$ cat src/rtl/scd_pkg.sv
package scd_pkg;

  localparam logic [7:0] OP_STATUS = 8'h40;
  localparam logic [7:0] OP_INT = 8'h46;
  localparam logic [7:0] OP_MSG_ADDR = 8'h42;
  localparam logic [7:0] OP_SECT_LEN = 8'h44;
  localparam logic [7:0] OP_IDENT = 8'h48;
  localparam logic [7:0] OP_MEM_RD = 8'hA2;
  localparam logic [7:0] OP_MEM_WR = 8'hA0;
  localparam logic [7:0] OP_RANGE_ERASE = 8'h24;
  localparam logic [7:0] OP_MASS_ERASE = 8'h26;
  localparam logic [7:0] OP_CHECKSUM = 8'hF2;
  localparam logic [7:0] OP_WAKE = 8'h10;
  localparam logic [7:0] OP_SLEEP = 8'h12;
  localparam logic [7:0] OP_CFG_WR = 8'h80;
  localparam logic [7:0] OP_CFG_RD = 8'h90;
  localparam logic [7:0] OP_MACRO = 8'hB0;
  localparam logic [7:0] OP_RECORD = 8'h38;
  localparam logic [7:0] OP_PLAY_AT = 8'h3C;
  localparam logic [7:0] OP_STOP = 8'h2A;
  localparam logic [7:0] OP_SAMPLE = 8'hAA;
  localparam logic [7:0] MASS_ERASE_KEY = 8'h01;
  localparam logic [7:0] CFG_OP_MASK = 8'hFC;

  localparam int ST_PD = 7;
  localparam int ST_RDY = 6;
  localparam int ST_INT = 5;
  localparam int ST_FULL = 4;
  localparam int ST_MACRO = 2;
  localparam int ST_QFULL = 1;
  localparam int ST_BUSY = 0;

  localparam logic [2:0] N_ADDR = 3'h3;
  localparam logic [2:0] N_RANGE = 3'h6;
  localparam logic [2:0] N_ONE = 3'h1;
  localparam logic [2:0] N_MACRO = 3'h2;
  localparam logic [2:0] N_NONE = 3'h0;
  localparam logic [2:0] CNT_MAX = 3'h7;
  localparam int CFG_IDX_W = 10;

  localparam logic PD_RESET = 1'b1;
  localparam int SCLK_HALF = 4;

  typedef enum logic [1:0] {
    S_OPCODE, S_ARGS, S_DATA, S_IGNORE
  } scd_state_type;

  typedef enum logic [1:0] {
    H_IDLE, H_SHIFT, H_NEXT, H_TAIL
  } scd_host_state_type;

endpackage

$ cat src/rtl/scd_spi_if.sv
`timescale 1ns/1ps
interface scd_spi_if;
  logic sclk;
  logic cs_n;
  logic mosi;
  logic miso;
  modport host (output sclk, output cs_n, output mosi, input miso);
  modport device (input sclk, input cs_n, input mosi, output miso);
endinterface

$ cat src/rtl/scd_spi_shifter.sv
`timescale 1ns/1ps
module scd_spi_shifter (
  input wire logic clk_sys, // system clock
  input wire logic rstn, // async reset, active low
  input wire logic sclk, // link clock level
  input wire logic cs_n, // frame select, active low
  input wire logic mosi, // serial data in
  input wire logic [7:0] tx_byte, // byte to send
  output logic miso, // serial data out
  output logic byte_done, // one-cycle pulse per byte
  output logic [7:0] rx_byte // last byte received
);
  logic sclk_q;
  logic [2:0] bits_q;
  logic [6:0] sh_q;

  // Bits go out MSB first; the index moves on each rising edge.
  assign miso = tx_byte[~bits_q];

  always_ff @(posedge clk_sys or negedge rstn) begin
    if (!rstn) begin
      sclk_q <= 1'b0;
      bits_q <= '0;
      sh_q <= '0;
      rx_byte <= '0;
      byte_done <= 1'b0;
    end else begin
      sclk_q <= sclk;
      byte_done <= 1'b0;
      if (cs_n) begin
        bits_q <= '0;
      end else if (sclk && !sclk_q) begin
        sh_q <= {sh_q[5:0], mosi};
        bits_q <= bits_q + 3'h1;
        if (bits_q == scd_pkg::CNT_MAX) begin
          rx_byte <= {sh_q, mosi};
          byte_done <= 1'b1;
        end
      end
    end
  end
endmodule

$ cat src/rtl/scd_device.sv
`timescale 1ns/1ps
// Summary of operation
// - 0x40 returns status on filler bytes.
// - 0x46 returns status, clears interrupt flag.
// - 0x42 returns start address then length.
// - 0x44 returns two sector length bytes.
// - 0x48 returns identification code bytes.
// - 0xA2 plus address streams memory bytes.
// - 0xA0 plus address writes following bytes.
// - 0x24 erases sectors from start to end.
// - Mass erase needs 0x26 then 0x01.
// - 0xF2 checksums memory up to end address.
// - 0x80 configuration write, index auto-increments.
// - 0x90 configuration read, index auto-increments.
// - Refused command ignored, raises command error.
// - Status byte bit layout is fixed.
// - Record needs ready, not full, macro idle, not queued.
// - Playback needs ready, macro idle, queue free.
// - Sample send needs only power-up and ready.
// - Interrupt query accepted in every state.
module scd_device #(
  parameter logic [15:0] ID_CODE = 16'h5A3C // arbitrary value
) (
  input wire logic clk_sys, // system clock
  input wire logic rstn, // async reset, active low
  scd_spi_if.device link, // serial link to host
  input wire logic buffer_ready_flag, // data buffer ready
  input wire logic memory_full_flag, // recorded memory full
  input wire logic macro_busy_flag, // voice macro busy
  input wire logic queue_full_flag, // command buffer full
  input wire logic command_busy_flag, // command busy
  input wire logic [23:0] msg_addr, // recorded message start
  input wire logic [15:0] sector_length, // current sector length
  input wire logic [7:0] mem_rdata, // memory data, after mem_re
  input wire logic [7:0] cfg_rdata, // config data, after cfg_re
  output logic powered_down_flag, // powered-down state
  output logic int_pending, // interrupt pending
  output logic cmd_err, // pulse: command refused
  output logic cmd_valid, // pulse: command issued
  output logic [7:0] cmd_code, // issued opcode
  output logic [23:0] cmd_arg_a, // address or index
  output logic [23:0] cmd_arg_b, // end address
  output logic [23:0] acc_addr, // memory or config address
  output logic [7:0] acc_wdata, // write data
  output logic mem_re, // pulse: memory read
  output logic mem_we, // pulse: memory write
  output logic cfg_re, // pulse: config read
  output logic cfg_we, // pulse: config write
  output logic sample_valid, // pulse: sample ready
  output logic [15:0] sample_data // audio sample
);
  scd_pkg::scd_state_type state_q;
  logic [7:0] op_q, snap_q, tx_q, lo_q, st, rx;
  logic [2:0] cnt_q;
  logic [39:0] arg_q;
  logic [47:0] full;
  logic [23:0] ptr_q;
  logic pd_q, int_q, phase_q, byte_done;
  logic take, refuse, args_last, in_data, bad_key, err_set;

  function automatic logic is_cfg(input logic [7:0] op);
    return (op & scd_pkg::CFG_OP_MASK) == scd_pkg::OP_CFG_WR ||
           (op & scd_pkg::CFG_OP_MASK) == scd_pkg::OP_CFG_RD;
  endfunction

  function automatic logic cfg_rd(input logic [7:0] op);
    return (op & scd_pkg::CFG_OP_MASK) == scd_pkg::OP_CFG_RD;
  endfunction

  function automatic logic [2:0] nargs(input logic [7:0] op);
    if (is_cfg(op)) return scd_pkg::N_ONE;
    case (op)
      scd_pkg::OP_MEM_RD, scd_pkg::OP_MEM_WR,
      scd_pkg::OP_CHECKSUM, scd_pkg::OP_PLAY_AT: return scd_pkg::N_ADDR;
      scd_pkg::OP_RANGE_ERASE: return scd_pkg::N_RANGE;
      scd_pkg::OP_MASS_ERASE: return scd_pkg::N_ONE;
      scd_pkg::OP_MACRO: return scd_pkg::N_MACRO;
      default: return scd_pkg::N_NONE;
    endcase
  endfunction

  function automatic logic known(input logic [7:0] op);
    return is_cfg(op) || op inside {scd_pkg::OP_STATUS, scd_pkg::OP_INT,
      scd_pkg::OP_MSG_ADDR, scd_pkg::OP_SECT_LEN, scd_pkg::OP_IDENT,
      scd_pkg::OP_MEM_RD, scd_pkg::OP_MEM_WR, scd_pkg::OP_RANGE_ERASE,
      scd_pkg::OP_MASS_ERASE, scd_pkg::OP_CHECKSUM, scd_pkg::OP_WAKE,
      scd_pkg::OP_SLEEP, scd_pkg::OP_MACRO, scd_pkg::OP_RECORD,
      scd_pkg::OP_PLAY_AT, scd_pkg::OP_STOP, scd_pkg::OP_SAMPLE};
  endfunction

  function automatic logic accept(input logic [7:0] op,
                                  input logic [7:0] s);
    logic up;
    up = !s[scd_pkg::ST_PD] && s[scd_pkg::ST_RDY];
    case (op)
      scd_pkg::OP_STATUS, scd_pkg::OP_INT, scd_pkg::OP_MSG_ADDR,
      scd_pkg::OP_SECT_LEN, scd_pkg::OP_IDENT, scd_pkg::OP_WAKE,
      scd_pkg::OP_SLEEP: return 1'b1;
      scd_pkg::OP_MACRO: return up && !s[scd_pkg::ST_MACRO] &&
        !s[scd_pkg::ST_QFULL] && !s[scd_pkg::ST_BUSY];
      scd_pkg::OP_RECORD: return up && !s[scd_pkg::ST_FULL] &&
        !s[scd_pkg::ST_MACRO] && !s[scd_pkg::ST_QFULL];
      scd_pkg::OP_PLAY_AT: return up && !s[scd_pkg::ST_MACRO] &&
        !s[scd_pkg::ST_QFULL];
      scd_pkg::OP_STOP, scd_pkg::OP_SAMPLE: return up;
      default: return !s[scd_pkg::ST_PD];
    endcase
  endfunction

  scd_spi_shifter i_scd_spi_shifter (
    .clk_sys(clk_sys),
    .rstn(rstn),
    .sclk(link.sclk),
    .cs_n(link.cs_n),
    .mosi(link.mosi),
    .tx_byte(tx_q),
    .miso(link.miso),
    .byte_done(byte_done),
    .rx_byte(rx)
  );

  always_comb begin
    st = '0;
    st[scd_pkg::ST_PD] = pd_q;
    st[scd_pkg::ST_RDY] = buffer_ready_flag;
    st[scd_pkg::ST_INT] = int_q;
    st[scd_pkg::ST_FULL] = memory_full_flag;
    st[scd_pkg::ST_MACRO] = macro_busy_flag;
    st[scd_pkg::ST_QFULL] = queue_full_flag;
    st[scd_pkg::ST_BUSY] = command_busy_flag;
  end

  assign full = {arg_q, rx};
  assign take = byte_done && state_q == scd_pkg::S_OPCODE &&
                known(rx) && accept(rx, st);
  assign refuse = byte_done && state_q == scd_pkg::S_OPCODE &&
                  known(rx) && !accept(rx, st);
  assign args_last = byte_done && state_q == scd_pkg::S_ARGS &&
                     cnt_q + 3'h1 == nargs(op_q);
  assign in_data = byte_done && state_q == scd_pkg::S_DATA;
  // only the key byte starts it
  assign bad_key = args_last && op_q == scd_pkg::OP_MASS_ERASE &&
                   rx != scd_pkg::MASS_ERASE_KEY;
  assign err_set = refuse || bad_key;
  assign powered_down_flag = pd_q;
  assign int_pending = int_q;

  always_ff @(posedge clk_sys or negedge rstn) begin
    if (!rstn) begin
      state_q <= scd_pkg::S_OPCODE;
      cnt_q <= '0;
      op_q <= '0;
      arg_q <= '0;
      snap_q <= '0;
    end else if (link.cs_n) begin
      state_q <= scd_pkg::S_OPCODE;
      cnt_q <= '0;
    end else if (byte_done) begin
      unique case (state_q)
        scd_pkg::S_OPCODE: begin
          op_q <= rx;
          cnt_q <= '0;
          snap_q <= st;
          if (!take || rx inside {scd_pkg::OP_WAKE, scd_pkg::OP_SLEEP,
              scd_pkg::OP_RECORD, scd_pkg::OP_STOP}) begin
            state_q <= scd_pkg::S_IGNORE;
          end else if (nargs(rx) != scd_pkg::N_NONE) begin
            state_q <= scd_pkg::S_ARGS;
          end else begin
            state_q <= scd_pkg::S_DATA;
          end
        end
        scd_pkg::S_ARGS: begin
          arg_q <= full[39:0];
          cnt_q <= cnt_q + 3'h1;
          if (args_last) begin
            cnt_q <= '0;
            if (op_q == scd_pkg::OP_MEM_RD || op_q == scd_pkg::OP_MEM_WR ||
                is_cfg(op_q)) begin
              state_q <= scd_pkg::S_DATA;
            end else begin
              state_q <= scd_pkg::S_IGNORE;
            end
          end
        end
        scd_pkg::S_DATA: begin
          if (cnt_q != scd_pkg::CNT_MAX) begin
            cnt_q <= cnt_q + 3'h1;
          end
        end
        scd_pkg::S_IGNORE: begin
        end
      endcase
    end
  end

  always_ff @(posedge clk_sys or negedge rstn) begin
    if (!rstn) begin
      pd_q <= scd_pkg::PD_RESET;
      int_q <= 1'b0;
      cmd_err <= 1'b0;
    end else begin
      cmd_err <= err_set;
      if (take && rx == scd_pkg::OP_WAKE) begin
        pd_q <= 1'b0;
      end else if (take && rx == scd_pkg::OP_SLEEP) begin
        pd_q <= 1'b1;
      end
      if (err_set) begin
        int_q <= 1'b1;
      end else if (take && rx == scd_pkg::OP_INT) begin
        int_q <= 1'b0;
      end
    end
  end

  always_ff @(posedge clk_sys or negedge rstn) begin
    if (!rstn) begin
      cmd_valid <= 1'b0;
      cmd_code <= '0;
      cmd_arg_a <= '0;
      cmd_arg_b <= '0;
    end else begin
      cmd_valid <= 1'b0;
      if (take && rx inside {scd_pkg::OP_RECORD, scd_pkg::OP_STOP}) begin
        cmd_valid <= 1'b1;
        cmd_code <= rx;
        cmd_arg_a <= '0;
        cmd_arg_b <= '0;
      end else if (args_last && !bad_key && !is_cfg(op_q) &&
                   op_q != scd_pkg::OP_MEM_RD &&
                   op_q != scd_pkg::OP_MEM_WR) begin
        cmd_valid <= 1'b1;
        cmd_code <= op_q;
        cmd_arg_a <= full[23:0];
        cmd_arg_b <= '0;
        if (op_q == scd_pkg::OP_RANGE_ERASE) begin
          cmd_arg_a <= full[47:24];
          cmd_arg_b <= full[23:0];
        end else if (op_q == scd_pkg::OP_CHECKSUM) begin
          cmd_arg_a <= '0;
          cmd_arg_b <= full[23:0];
        end else if (op_q == scd_pkg::OP_MASS_ERASE) begin
          cmd_arg_a <= '0;
        end else if (op_q == scd_pkg::OP_MACRO) begin
          cmd_arg_a <= {8'h00, full[15:0]};
        end
      end
    end
  end

  always_ff @(posedge clk_sys or negedge rstn) begin
    if (!rstn) begin
      phase_q <= 1'b0;
      lo_q <= '0;
      sample_valid <= 1'b0;
      sample_data <= '0;
    end else begin
      sample_valid <= 1'b0;
      if (link.cs_n) begin
        phase_q <= 1'b0;
      end else if (in_data && op_q == scd_pkg::OP_SAMPLE) begin
        phase_q <= !phase_q;
        if (!phase_q) begin
          lo_q <= rx;
        end else begin
          sample_valid <= 1'b1;
          sample_data <= {rx, lo_q};
        end
      end
    end
  end

  always_ff @(posedge clk_sys or negedge rstn) begin
    if (!rstn) begin
      ptr_q <= '0;
      acc_addr <= '0;
      acc_wdata <= '0;
      mem_re <= 1'b0;
      mem_we <= 1'b0;
      cfg_re <= 1'b0;
      cfg_we <= 1'b0;
    end else begin
      mem_re <= 1'b0;
      mem_we <= 1'b0;
      cfg_re <= 1'b0;
      cfg_we <= 1'b0;
      if (args_last) begin
        ptr_q <= full[23:0];
        if (is_cfg(op_q)) begin
          ptr_q <= {14'h0000, op_q[1:0], rx};
          acc_addr <= {14'h0000, op_q[1:0], rx};
          cfg_re <= cfg_rd(op_q);
          if (cfg_rd(op_q)) begin
            ptr_q <= {14'h0000, op_q[1:0], rx} + 24'h000001;
          end
        end else if (op_q == scd_pkg::OP_MEM_RD) begin
          acc_addr <= full[23:0];
          mem_re <= 1'b1;
          ptr_q <= full[23:0] + 24'h000001;
        end
      end else if (in_data && (op_q == scd_pkg::OP_MEM_RD ||
                               op_q == scd_pkg::OP_MEM_WR || is_cfg(op_q))) begin
        ptr_q <= ptr_q + 24'h000001;
        acc_addr <= ptr_q;
        acc_wdata <= rx;
        if (is_cfg(op_q)) begin
          acc_addr <= {14'h0000, ptr_q[scd_pkg::CFG_IDX_W-1:0]};
          cfg_re <= cfg_rd(op_q);
          cfg_we <= !cfg_rd(op_q);
        end else begin
          mem_re <= op_q == scd_pkg::OP_MEM_RD;
          mem_we <= op_q == scd_pkg::OP_MEM_WR;
        end
      end
    end
  end

  always_ff @(posedge clk_sys or negedge rstn) begin
    if (!rstn) begin
      tx_q <= '0;
    end else if (state_q != scd_pkg::S_DATA) begin
      tx_q <= '0;
    end else begin
      tx_q <= '0;
      if (op_q == scd_pkg::OP_STATUS || op_q == scd_pkg::OP_INT) begin
        tx_q <= snap_q;
      end else if (op_q == scd_pkg::OP_MSG_ADDR) begin
        case (cnt_q)
          3'h0: tx_q <= msg_addr[23:16];
          3'h1: tx_q <= msg_addr[15:8];
          3'h2: tx_q <= msg_addr[7:0];
          3'h3: tx_q <= sector_length[15:8];
          3'h4: tx_q <= sector_length[7:0];
          default: tx_q <= '0;
        endcase
      end else if (op_q == scd_pkg::OP_SECT_LEN) begin
        if (cnt_q == 3'h0) tx_q <= sector_length[15:8];
        if (cnt_q == 3'h1) tx_q <= sector_length[7:0];
      end else if (op_q == scd_pkg::OP_IDENT) begin
        if (cnt_q == 3'h0) tx_q <= ID_CODE[15:8];
        if (cnt_q == 3'h1) tx_q <= ID_CODE[7:0];
      end else if (op_q == scd_pkg::OP_MEM_RD) begin
        tx_q <= mem_rdata;
      end else if (cfg_rd(op_q)) begin
        tx_q <= cfg_rdata;
      end
    end
  end
endmodule

$ cat src/flat_wrapper.sv
// flat-port wrapper written by rule: the top's interface ports become plain ports
module scd_device_flat 
#(
  parameter logic [15:0] ID_CODE = 16'h5A3C                   
)
  (clk_sys, rstn, buffer_ready_flag, memory_full_flag, macro_busy_flag, queue_full_flag, command_busy_flag, msg_addr, sector_length, mem_rdata, cfg_rdata, powered_down_flag, int_pending, cmd_err, cmd_valid, cmd_code, cmd_arg_a, cmd_arg_b, acc_addr, acc_wdata, mem_re, mem_we, cfg_re, cfg_we, sample_valid, sample_data, link_sclk, link_cs_n, link_mosi, link_miso);
  scd_spi_if link_i ();
  input wire logic clk_sys;
  input wire logic rstn;
  input wire logic buffer_ready_flag;
  input wire logic memory_full_flag;
  input wire logic macro_busy_flag;
  input wire logic queue_full_flag;
  input wire logic command_busy_flag;
  input wire logic [23:0] msg_addr;
  input wire logic [15:0] sector_length;
  input wire logic [7:0] mem_rdata;
  input wire logic [7:0] cfg_rdata;
  output logic powered_down_flag;
  output logic int_pending;
  output logic cmd_err;
  output logic cmd_valid;
  output logic [7:0] cmd_code;
  output logic [23:0] cmd_arg_a;
  output logic [23:0] cmd_arg_b;
  output logic [23:0] acc_addr;
  output logic [7:0] acc_wdata;
  output logic mem_re;
  output logic mem_we;
  output logic cfg_re;
  output logic cfg_we;
  output logic sample_valid;
  output logic [15:0] sample_data;
  input wire logic [$bits(link_i.sclk)-1:0] link_sclk;
  input wire logic [$bits(link_i.cs_n)-1:0] link_cs_n;
  input wire logic [$bits(link_i.mosi)-1:0] link_mosi;
  output wire logic [$bits(link_i.miso)-1:0] link_miso;
  assign link_i.sclk = link_sclk;
  assign link_i.cs_n = link_cs_n;
  assign link_i.mosi = link_mosi;
  assign link_miso = link_i.miso;
  scd_device #(.ID_CODE(ID_CODE)) u_core (.clk_sys(clk_sys), .rstn(rstn), .link(link_i), .buffer_ready_flag(buffer_ready_flag), .memory_full_flag(memory_full_flag), .macro_busy_flag(macro_busy_flag), .queue_full_flag(queue_full_flag), .command_busy_flag(command_busy_flag), .msg_addr(msg_addr), .sector_length(sector_length), .mem_rdata(mem_rdata), .cfg_rdata(cfg_rdata), .powered_down_flag(powered_down_flag), .int_pending(int_pending), .cmd_err(cmd_err), .cmd_valid(cmd_valid), .cmd_code(cmd_code), .cmd_arg_a(cmd_arg_a), .cmd_arg_b(cmd_arg_b), .acc_addr(acc_addr), .acc_wdata(acc_wdata), .mem_re(mem_re), .mem_we(mem_we), .cfg_re(cfg_re), .cfg_we(cfg_we), .sample_valid(sample_valid), .sample_data(sample_data));
endmodule
$ cat config.mk
export PLATFORM = sky130hd
export DESIGN_NAME = scd_device_flat
export DESIGN_NICKNAME = d
export VERILOG_FILES = /design/src/rtl/scd_pkg.sv /design/src/rtl/scd_spi_if.sv /design/src/rtl/scd_spi_shifter.sv /design/src/rtl/scd_device.sv /design/src/flat_wrapper.sv
export SDC_FILE = /design/constraint.sdc
export NUM_CORES = 1
export LEC_CHECK = 0
export BUFFER_PORTS_ARGS = -buffer_cell sky130_fd_sc_hd__buf_2
export CAP_MARGIN = 20
export CORE_MARGIN = 10
export CORE_UTILIZATION = 30
export DETAILED_ROUTE_END_ITERATION = 12
export HOLD_SLACK_MARGIN = 0.03
export PLACE_DENSITY_LB_ADDON = 0.25
export SYNTH_ARGS = -nofsm -noshare
export SYNTH_HDL_FRONTEND = slang
export SYNTH_SLANG_ARGS = --single-unit
$ cat constraint.sdc
create_clock -name clk_sys -period 3.5 [get_ports clk_sys]
set_clock_uncertainty 0.15 [all_clocks]
set_input_delay 1.05 -clock clk_sys [delete_from_list [all_inputs] [get_ports clk_sys]]
set_output_delay 1.05 -clock clk_sys [all_outputs]
set_load 0.03 [all_outputs]
==> reports/qor.txt <==
starting utilization of the core area = 30.5%
unrepaired setup endpoints after global routing = yes
antenna violations before repair = 2
relative slew slack = 43.5%
clock buffer count from CTS = 26
critical path launch point type = flop
first-pass iteration count of the detailed router = 8
vias in the first global route = 9985
Residual DRC = 0
wire length of the first global-routing pass = 61.2 mm
Peak Freq = 295 MHz
synthesis-to-finish area growth = 23.1%
net switching power = 1.35 mW
max-slew violation count = 0
placed cells = 1794
Syn Area/Cell = 10.5 um^2
internal power consumption = 4.53 mW
number of distinct standard cells referenced by the synthesized netlist = 65
later-pin clock latency in the skew report = 0.54 ns
leakage = 6.91 nW
DRC marker count from the first detailed-route iteration = 732
element type at the critical path end = flop
drt total wl = 40.1 mm
post-layout worst setup margin = 0.107 ns
post-layout minimum cycle time = 3.39 ns
final-layout worst hold slack = 0.328 ns
yosys warns = 0
register area share after synthesis = 49.5%
ys async rst share = 100%
final-layout setup total negative slack = 0 ns
Port Buffers = 179
switching power as a share of total power = 22.9%
outcome = finished clean
weighted congestion at the end of routability-driven global placement = 0.853
Num Clock Sinks = 234
Worst Path Arrival = 3.67 ns
global route total overflow = 0
vertical die dimension = 219 um
Main synth FF type = sky130_fd_sc_hd__dfrtp_1
Core Region = 38800 um^2
worst slack at placement = 0.0375 ns
slew at the pin closest to its max-slew limit = 0.841 ns
ratio of cells with drive above 1 in the final layout = 31.9%
Clk pwr share = 47.1%
number of synthesized flops with an enable pin = 0
number of H-tree levels = 1
fin cells = 1842
maxcap violations = 0
via count = 9757
buffer cell driving the clock tree root = sky130_fd_sc_hd__clkbuf_16
synthesized instance count = 1128
GR Util All Layers = 16.2%
relative contribution of combinational cells to total power = 4.9%
worst IR drop on VDD = 324 uV
number of hold-repair buffers added at the cts stage = 0
Finish-stage setup viols = 0
Seq cells post-synth = 234
half-perimeter wire length after placement = 28.9 mm
Hold Crit Class = in -> async
routed vias/inst = 5.30
clock-pin slew of the registers on the worst-case setup and hold paths = 0.06 ns
pin count of the biggest net entering global routing = 75
P per Cell Area = 404 nW/um^2
final layout net count = 1390
share of total power in sequential cells = 47.9%
total chip power = 5.87 mW
TritonCTS clock tree = built
count of inserted antenna diode cells = 0
Post-Syn Area = 11800 um^2
critical path start-end classification = reg -> reg
antenna-violating nets left = 0
Final Hold Violating Endpoints = 0
width of the chip = 219 um
top-level port count = 180
maximum net fanout on the critical path = 25
die area = 47800 um^2
share of the clock period used by the worst path after layout = 96.9%
worst-case clock buffer depth = 3
routed wire length per instance = 21.8 um
CP required = 3.78 ns
Site Rows = 72
net count of the mapped netlist = 1210
cells by family after synthesis:
family          share of synthesized area, %
buf+inv                                 3.77
fa+ha+maj                               1.69
mux                                     12.7
compound gates                          13.8
xor+xnor                                3.85
simple gates                            14.7
flops                                   49.5
power groups by stage:
stage          Clock, mW  Combinational, mW  Sequential (mW)
2_1_floorplan          0             0.0772             2.91
3_3_place_gp           0              0.292             2.86
3_5_place_dp           0              0.297             2.86
4_1_cts             2.84              0.298             2.82
5_1_grt             2.94              0.319             2.82
6_report            2.77              0.289             2.82
what timing repair did:
item | 4_1_cts | 5_1_grt
endpoints found under the setup margin | 0 | 20
gates resized for setup | 0 | 6
buffers inserted | 0 | 2
synth_stat cells, types with 2 or more instances:
master,n,area share (%)
sky130_fd_sc_hd__dfrtp_1,233,49
sky130_fd_sc_hd__mux2_2,114,11
sky130_fd_sc_hd__nor2_1,76,2.4
sky130_fd_sc_hd__clkbuf_1,72,2.3
sky130_fd_sc_hd__o21ai_0,72,3.0
sky130_fd_sc_hd__nand2_1,69,2.2
sky130_fd_sc_hd__nand3_1,64,2.7
sky130_fd_sc_hd__a21oi_1,49,2.1
sky130_fd_sc_hd__and3_1,41,2.2
sky130_fd_sc_hd__a211oi_1,29,1.8
sky130_fd_sc_hd__xnor2_1,27,2.0
sky130_fd_sc_hd__a22oi_1,25,1.6
sky130_fd_sc_hd__xor2_1,25,1.9
sky130_fd_sc_hd__inv_1,17,0.54
sky130_fd_sc_hd__ha_1,16,1.7
sky130_fd_sc_hd__a211o_1,14,1.0
sky130_fd_sc_hd__and2_1,13,0.69
sky130_fd_sc_hd__nor3_1,12,0.51
sky130_fd_sc_hd__a221oi_1,11,0.81
sky130_fd_sc_hd__buf_2,11,0.47
sky130_fd_sc_hd__buf_1,10,0.32
sky130_fd_sc_hd__nand4_1,10,0.53
sky130_fd_sc_hd__nor2b_1,9,0.48
sky130_fd_sc_hd__a222oi_1,8,0.68
sky130_fd_sc_hd__a22o_1,8,0.59
sky130_fd_sc_hd__mux2_1,8,0.76
sky130_fd_sc_hd__mux2i_1,8,0.68
sky130_fd_sc_hd__and4_1,7,0.52
sky130_fd_sc_hd__nand2b_1,6,0.32
sky130_fd_sc_hd__nor3b_1,5,0.32
sky130_fd_sc_hd__nor4b_1,5,0.37
sky130_fd_sc_hd__or3_1,4,0.21
sky130_fd_sc_hd__or4_1,4,0.25
sky130_fd_sc_hd__a21o_1,3,0.19
sky130_fd_sc_hd__o21a_1,3,0.19
sky130_fd_sc_hd__o22ai_1,3,0.16
sky130_fd_sc_hd__a2111oi_0,2,0.15
sky130_fd_sc_hd__a221o_1,2,0.17
sky130_fd_sc_hd__a31oi_1,2,0.11
sky130_fd_sc_hd__a32oi_1,2,0.15
sky130_fd_sc_hd__mux4_2,2,0.38
sky130_fd_sc_hd__o2111ai_1,2,0.15
sky130_fd_sc_hd__o211ai_1,2,0.13
sky130_fd_sc_hd__or2_2,2,0.11
cells in the final DEF, fill, tap and decap left out, types with 4 or more instances in the layout:
cell and count:
sky130_fd_sc_hd__dfrtp_1 233, sky130_fd_sc_hd__buf_2 178, sky130_fd_sc_hd__mux2_2 112, sky130_fd_sc_hd__nor2_1 75, sky130_fd_sc_hd__o21ai_0 72, sky130_fd_sc_hd__nand2_1 69, sky130_fd_sc_hd__nand3_1 63, sky130_fd_sc_hd__buf_4 59
sky130_fd_sc_hd__a21oi_1 49, sky130_fd_sc_hd__and3_1 41, sky130_fd_sc_hd__a211oi_1 28, sky130_fd_sc_hd__clkbuf_16 28, sky130_fd_sc_hd__xnor2_1 27, sky130_fd_sc_hd__a22oi_1 25, sky130_fd_sc_hd__xor2_1 25, sky130_fd_sc_hd__inv_1 17
sky130_fd_sc_hd__ha_1 16, sky130_fd_sc_hd__a211o_1 14, sky130_fd_sc_hd__and2_1 13, sky130_fd_sc_hd__a221oi_1 11, sky130_fd_sc_hd__nor3_1 11, sky130_fd_sc_hd__nand4_1 10, sky130_fd_sc_hd__nor2b_1 9, sky130_fd_sc_hd__a22o_1 8
sky130_fd_sc_hd__a222oi_1 8, sky130_fd_sc_hd__mux2i_1 8, sky130_fd_sc_hd__mux2_1 8, sky130_fd_sc_hd__and4_1 7, sky130_fd_sc_hd__clkbuf_8 7, sky130_fd_sc_hd__buf_12 7, sky130_fd_sc_hd__nand2b_1 6, sky130_fd_sc_hd__nor4b_1 4
sky130_fd_sc_hd__or4_1 4, sky130_fd_sc_hd__nor3b_1 4, sky130_fd_sc_hd__clkinv_2 4
sequential cells by signal (all words and copies together), names as in the netlist, 2 cells and up:
name,count
u_core.lo_q,8
u_core.cmd_code,8
u_core.tx_q,8
u_core.i_scd_spi_shifter.bits_q,3
u_core.op_q,8
u_core.acc_addr,24
u_core.snap_q,7
u_core.ptr_q,24
u_core.acc_wdata,8
u_core.cmd_arg_b,24
u_core.i_scd_spi_shifter.sh_q,7
u_core.sample_data,16
u_core.cmd_arg_a,24
u_core.i_scd_spi_shifter.rx_byte,8
u_core.cnt_q,3
u_core.state_q,2
u_core.arg_q,40
cell type report:
| cell class | count | area [um^2] |
|---|---|---|
| well taps | 518 | 648 |
| inverters | 17 | 63.8 |
| fillers | 3948 | 24300 |
| flip-flops and latches | 234 | 5860 |
| clock inverters | 8 | 104 |
| multi-input cells | 782 | 5590 |
| repair buffers | 247 | 1540 |
| clock buffers | 36 | 758 |
final timing paths:
path                             startpoint  depth (start not counted)              endpoint  slack, ns
setup / recovery             u_core.op_q[7]                         10    u_core.acc_addr[8]       0.11
hold / removal                         rstn                          1      u_core.snap_q[6]       0.33
setup reg to reg             u_core.op_q[7]                         10    u_core.acc_addr[8]       0.11
hold reg to reg            u_core.snap_q[0]                          2      u_core.snap_q[0]       0.33
max in group asynchronous              rstn                          2  u_core.cmd_arg_a[10]       2.02
min in group clk_sys       u_core.snap_q[0]                          2      u_core.snap_q[0]       0.33
through the flow:
| step | util [%] | instance area [um^2] |
|---|---|---|
| floorplan | - | 11800 |
| global placement | 35.0 | 13600 |
| detailed placement | 35.0 | 13600 |
| CTS | 37.2 | 14500 |
| global route | 37.5 | 14600 |
| finish | 37.5 | 14600 |
metal layers:
| metal | global-route usage [%] | routed length, um |
|---|---|---|
| met5 | 0 | 0 |
| met4 | 3.24 | 690 |
| met1 | 21.3 | 17900 |
| met3 | 3.37 | 2130 |
| met2 | 27.1 | 19400 |
critical path: stages (launching register included):
cell and delay (ns):
sky130_fd_sc_hd__dfrtp_1 0.38, sky130_fd_sc_hd__or4b_4 0.54, sky130_fd_sc_hd__or4_1 0.40, sky130_fd_sc_hd__o211a_1 0.16, sky130_fd_sc_hd__o41ai_2 0.39, sky130_fd_sc_hd__a41oi_2 0.09, sky130_fd_sc_hd__buf_4 0.18, sky130_fd_sc_hd__nor3_4 0.20
sky130_fd_sc_hd__buf_12 0.21, sky130_fd_sc_hd__mux2_4 0.31, sky130_fd_sc_hd__mux2_2 0.25
No activity file was read; power rests on OpenSTA's default activity.
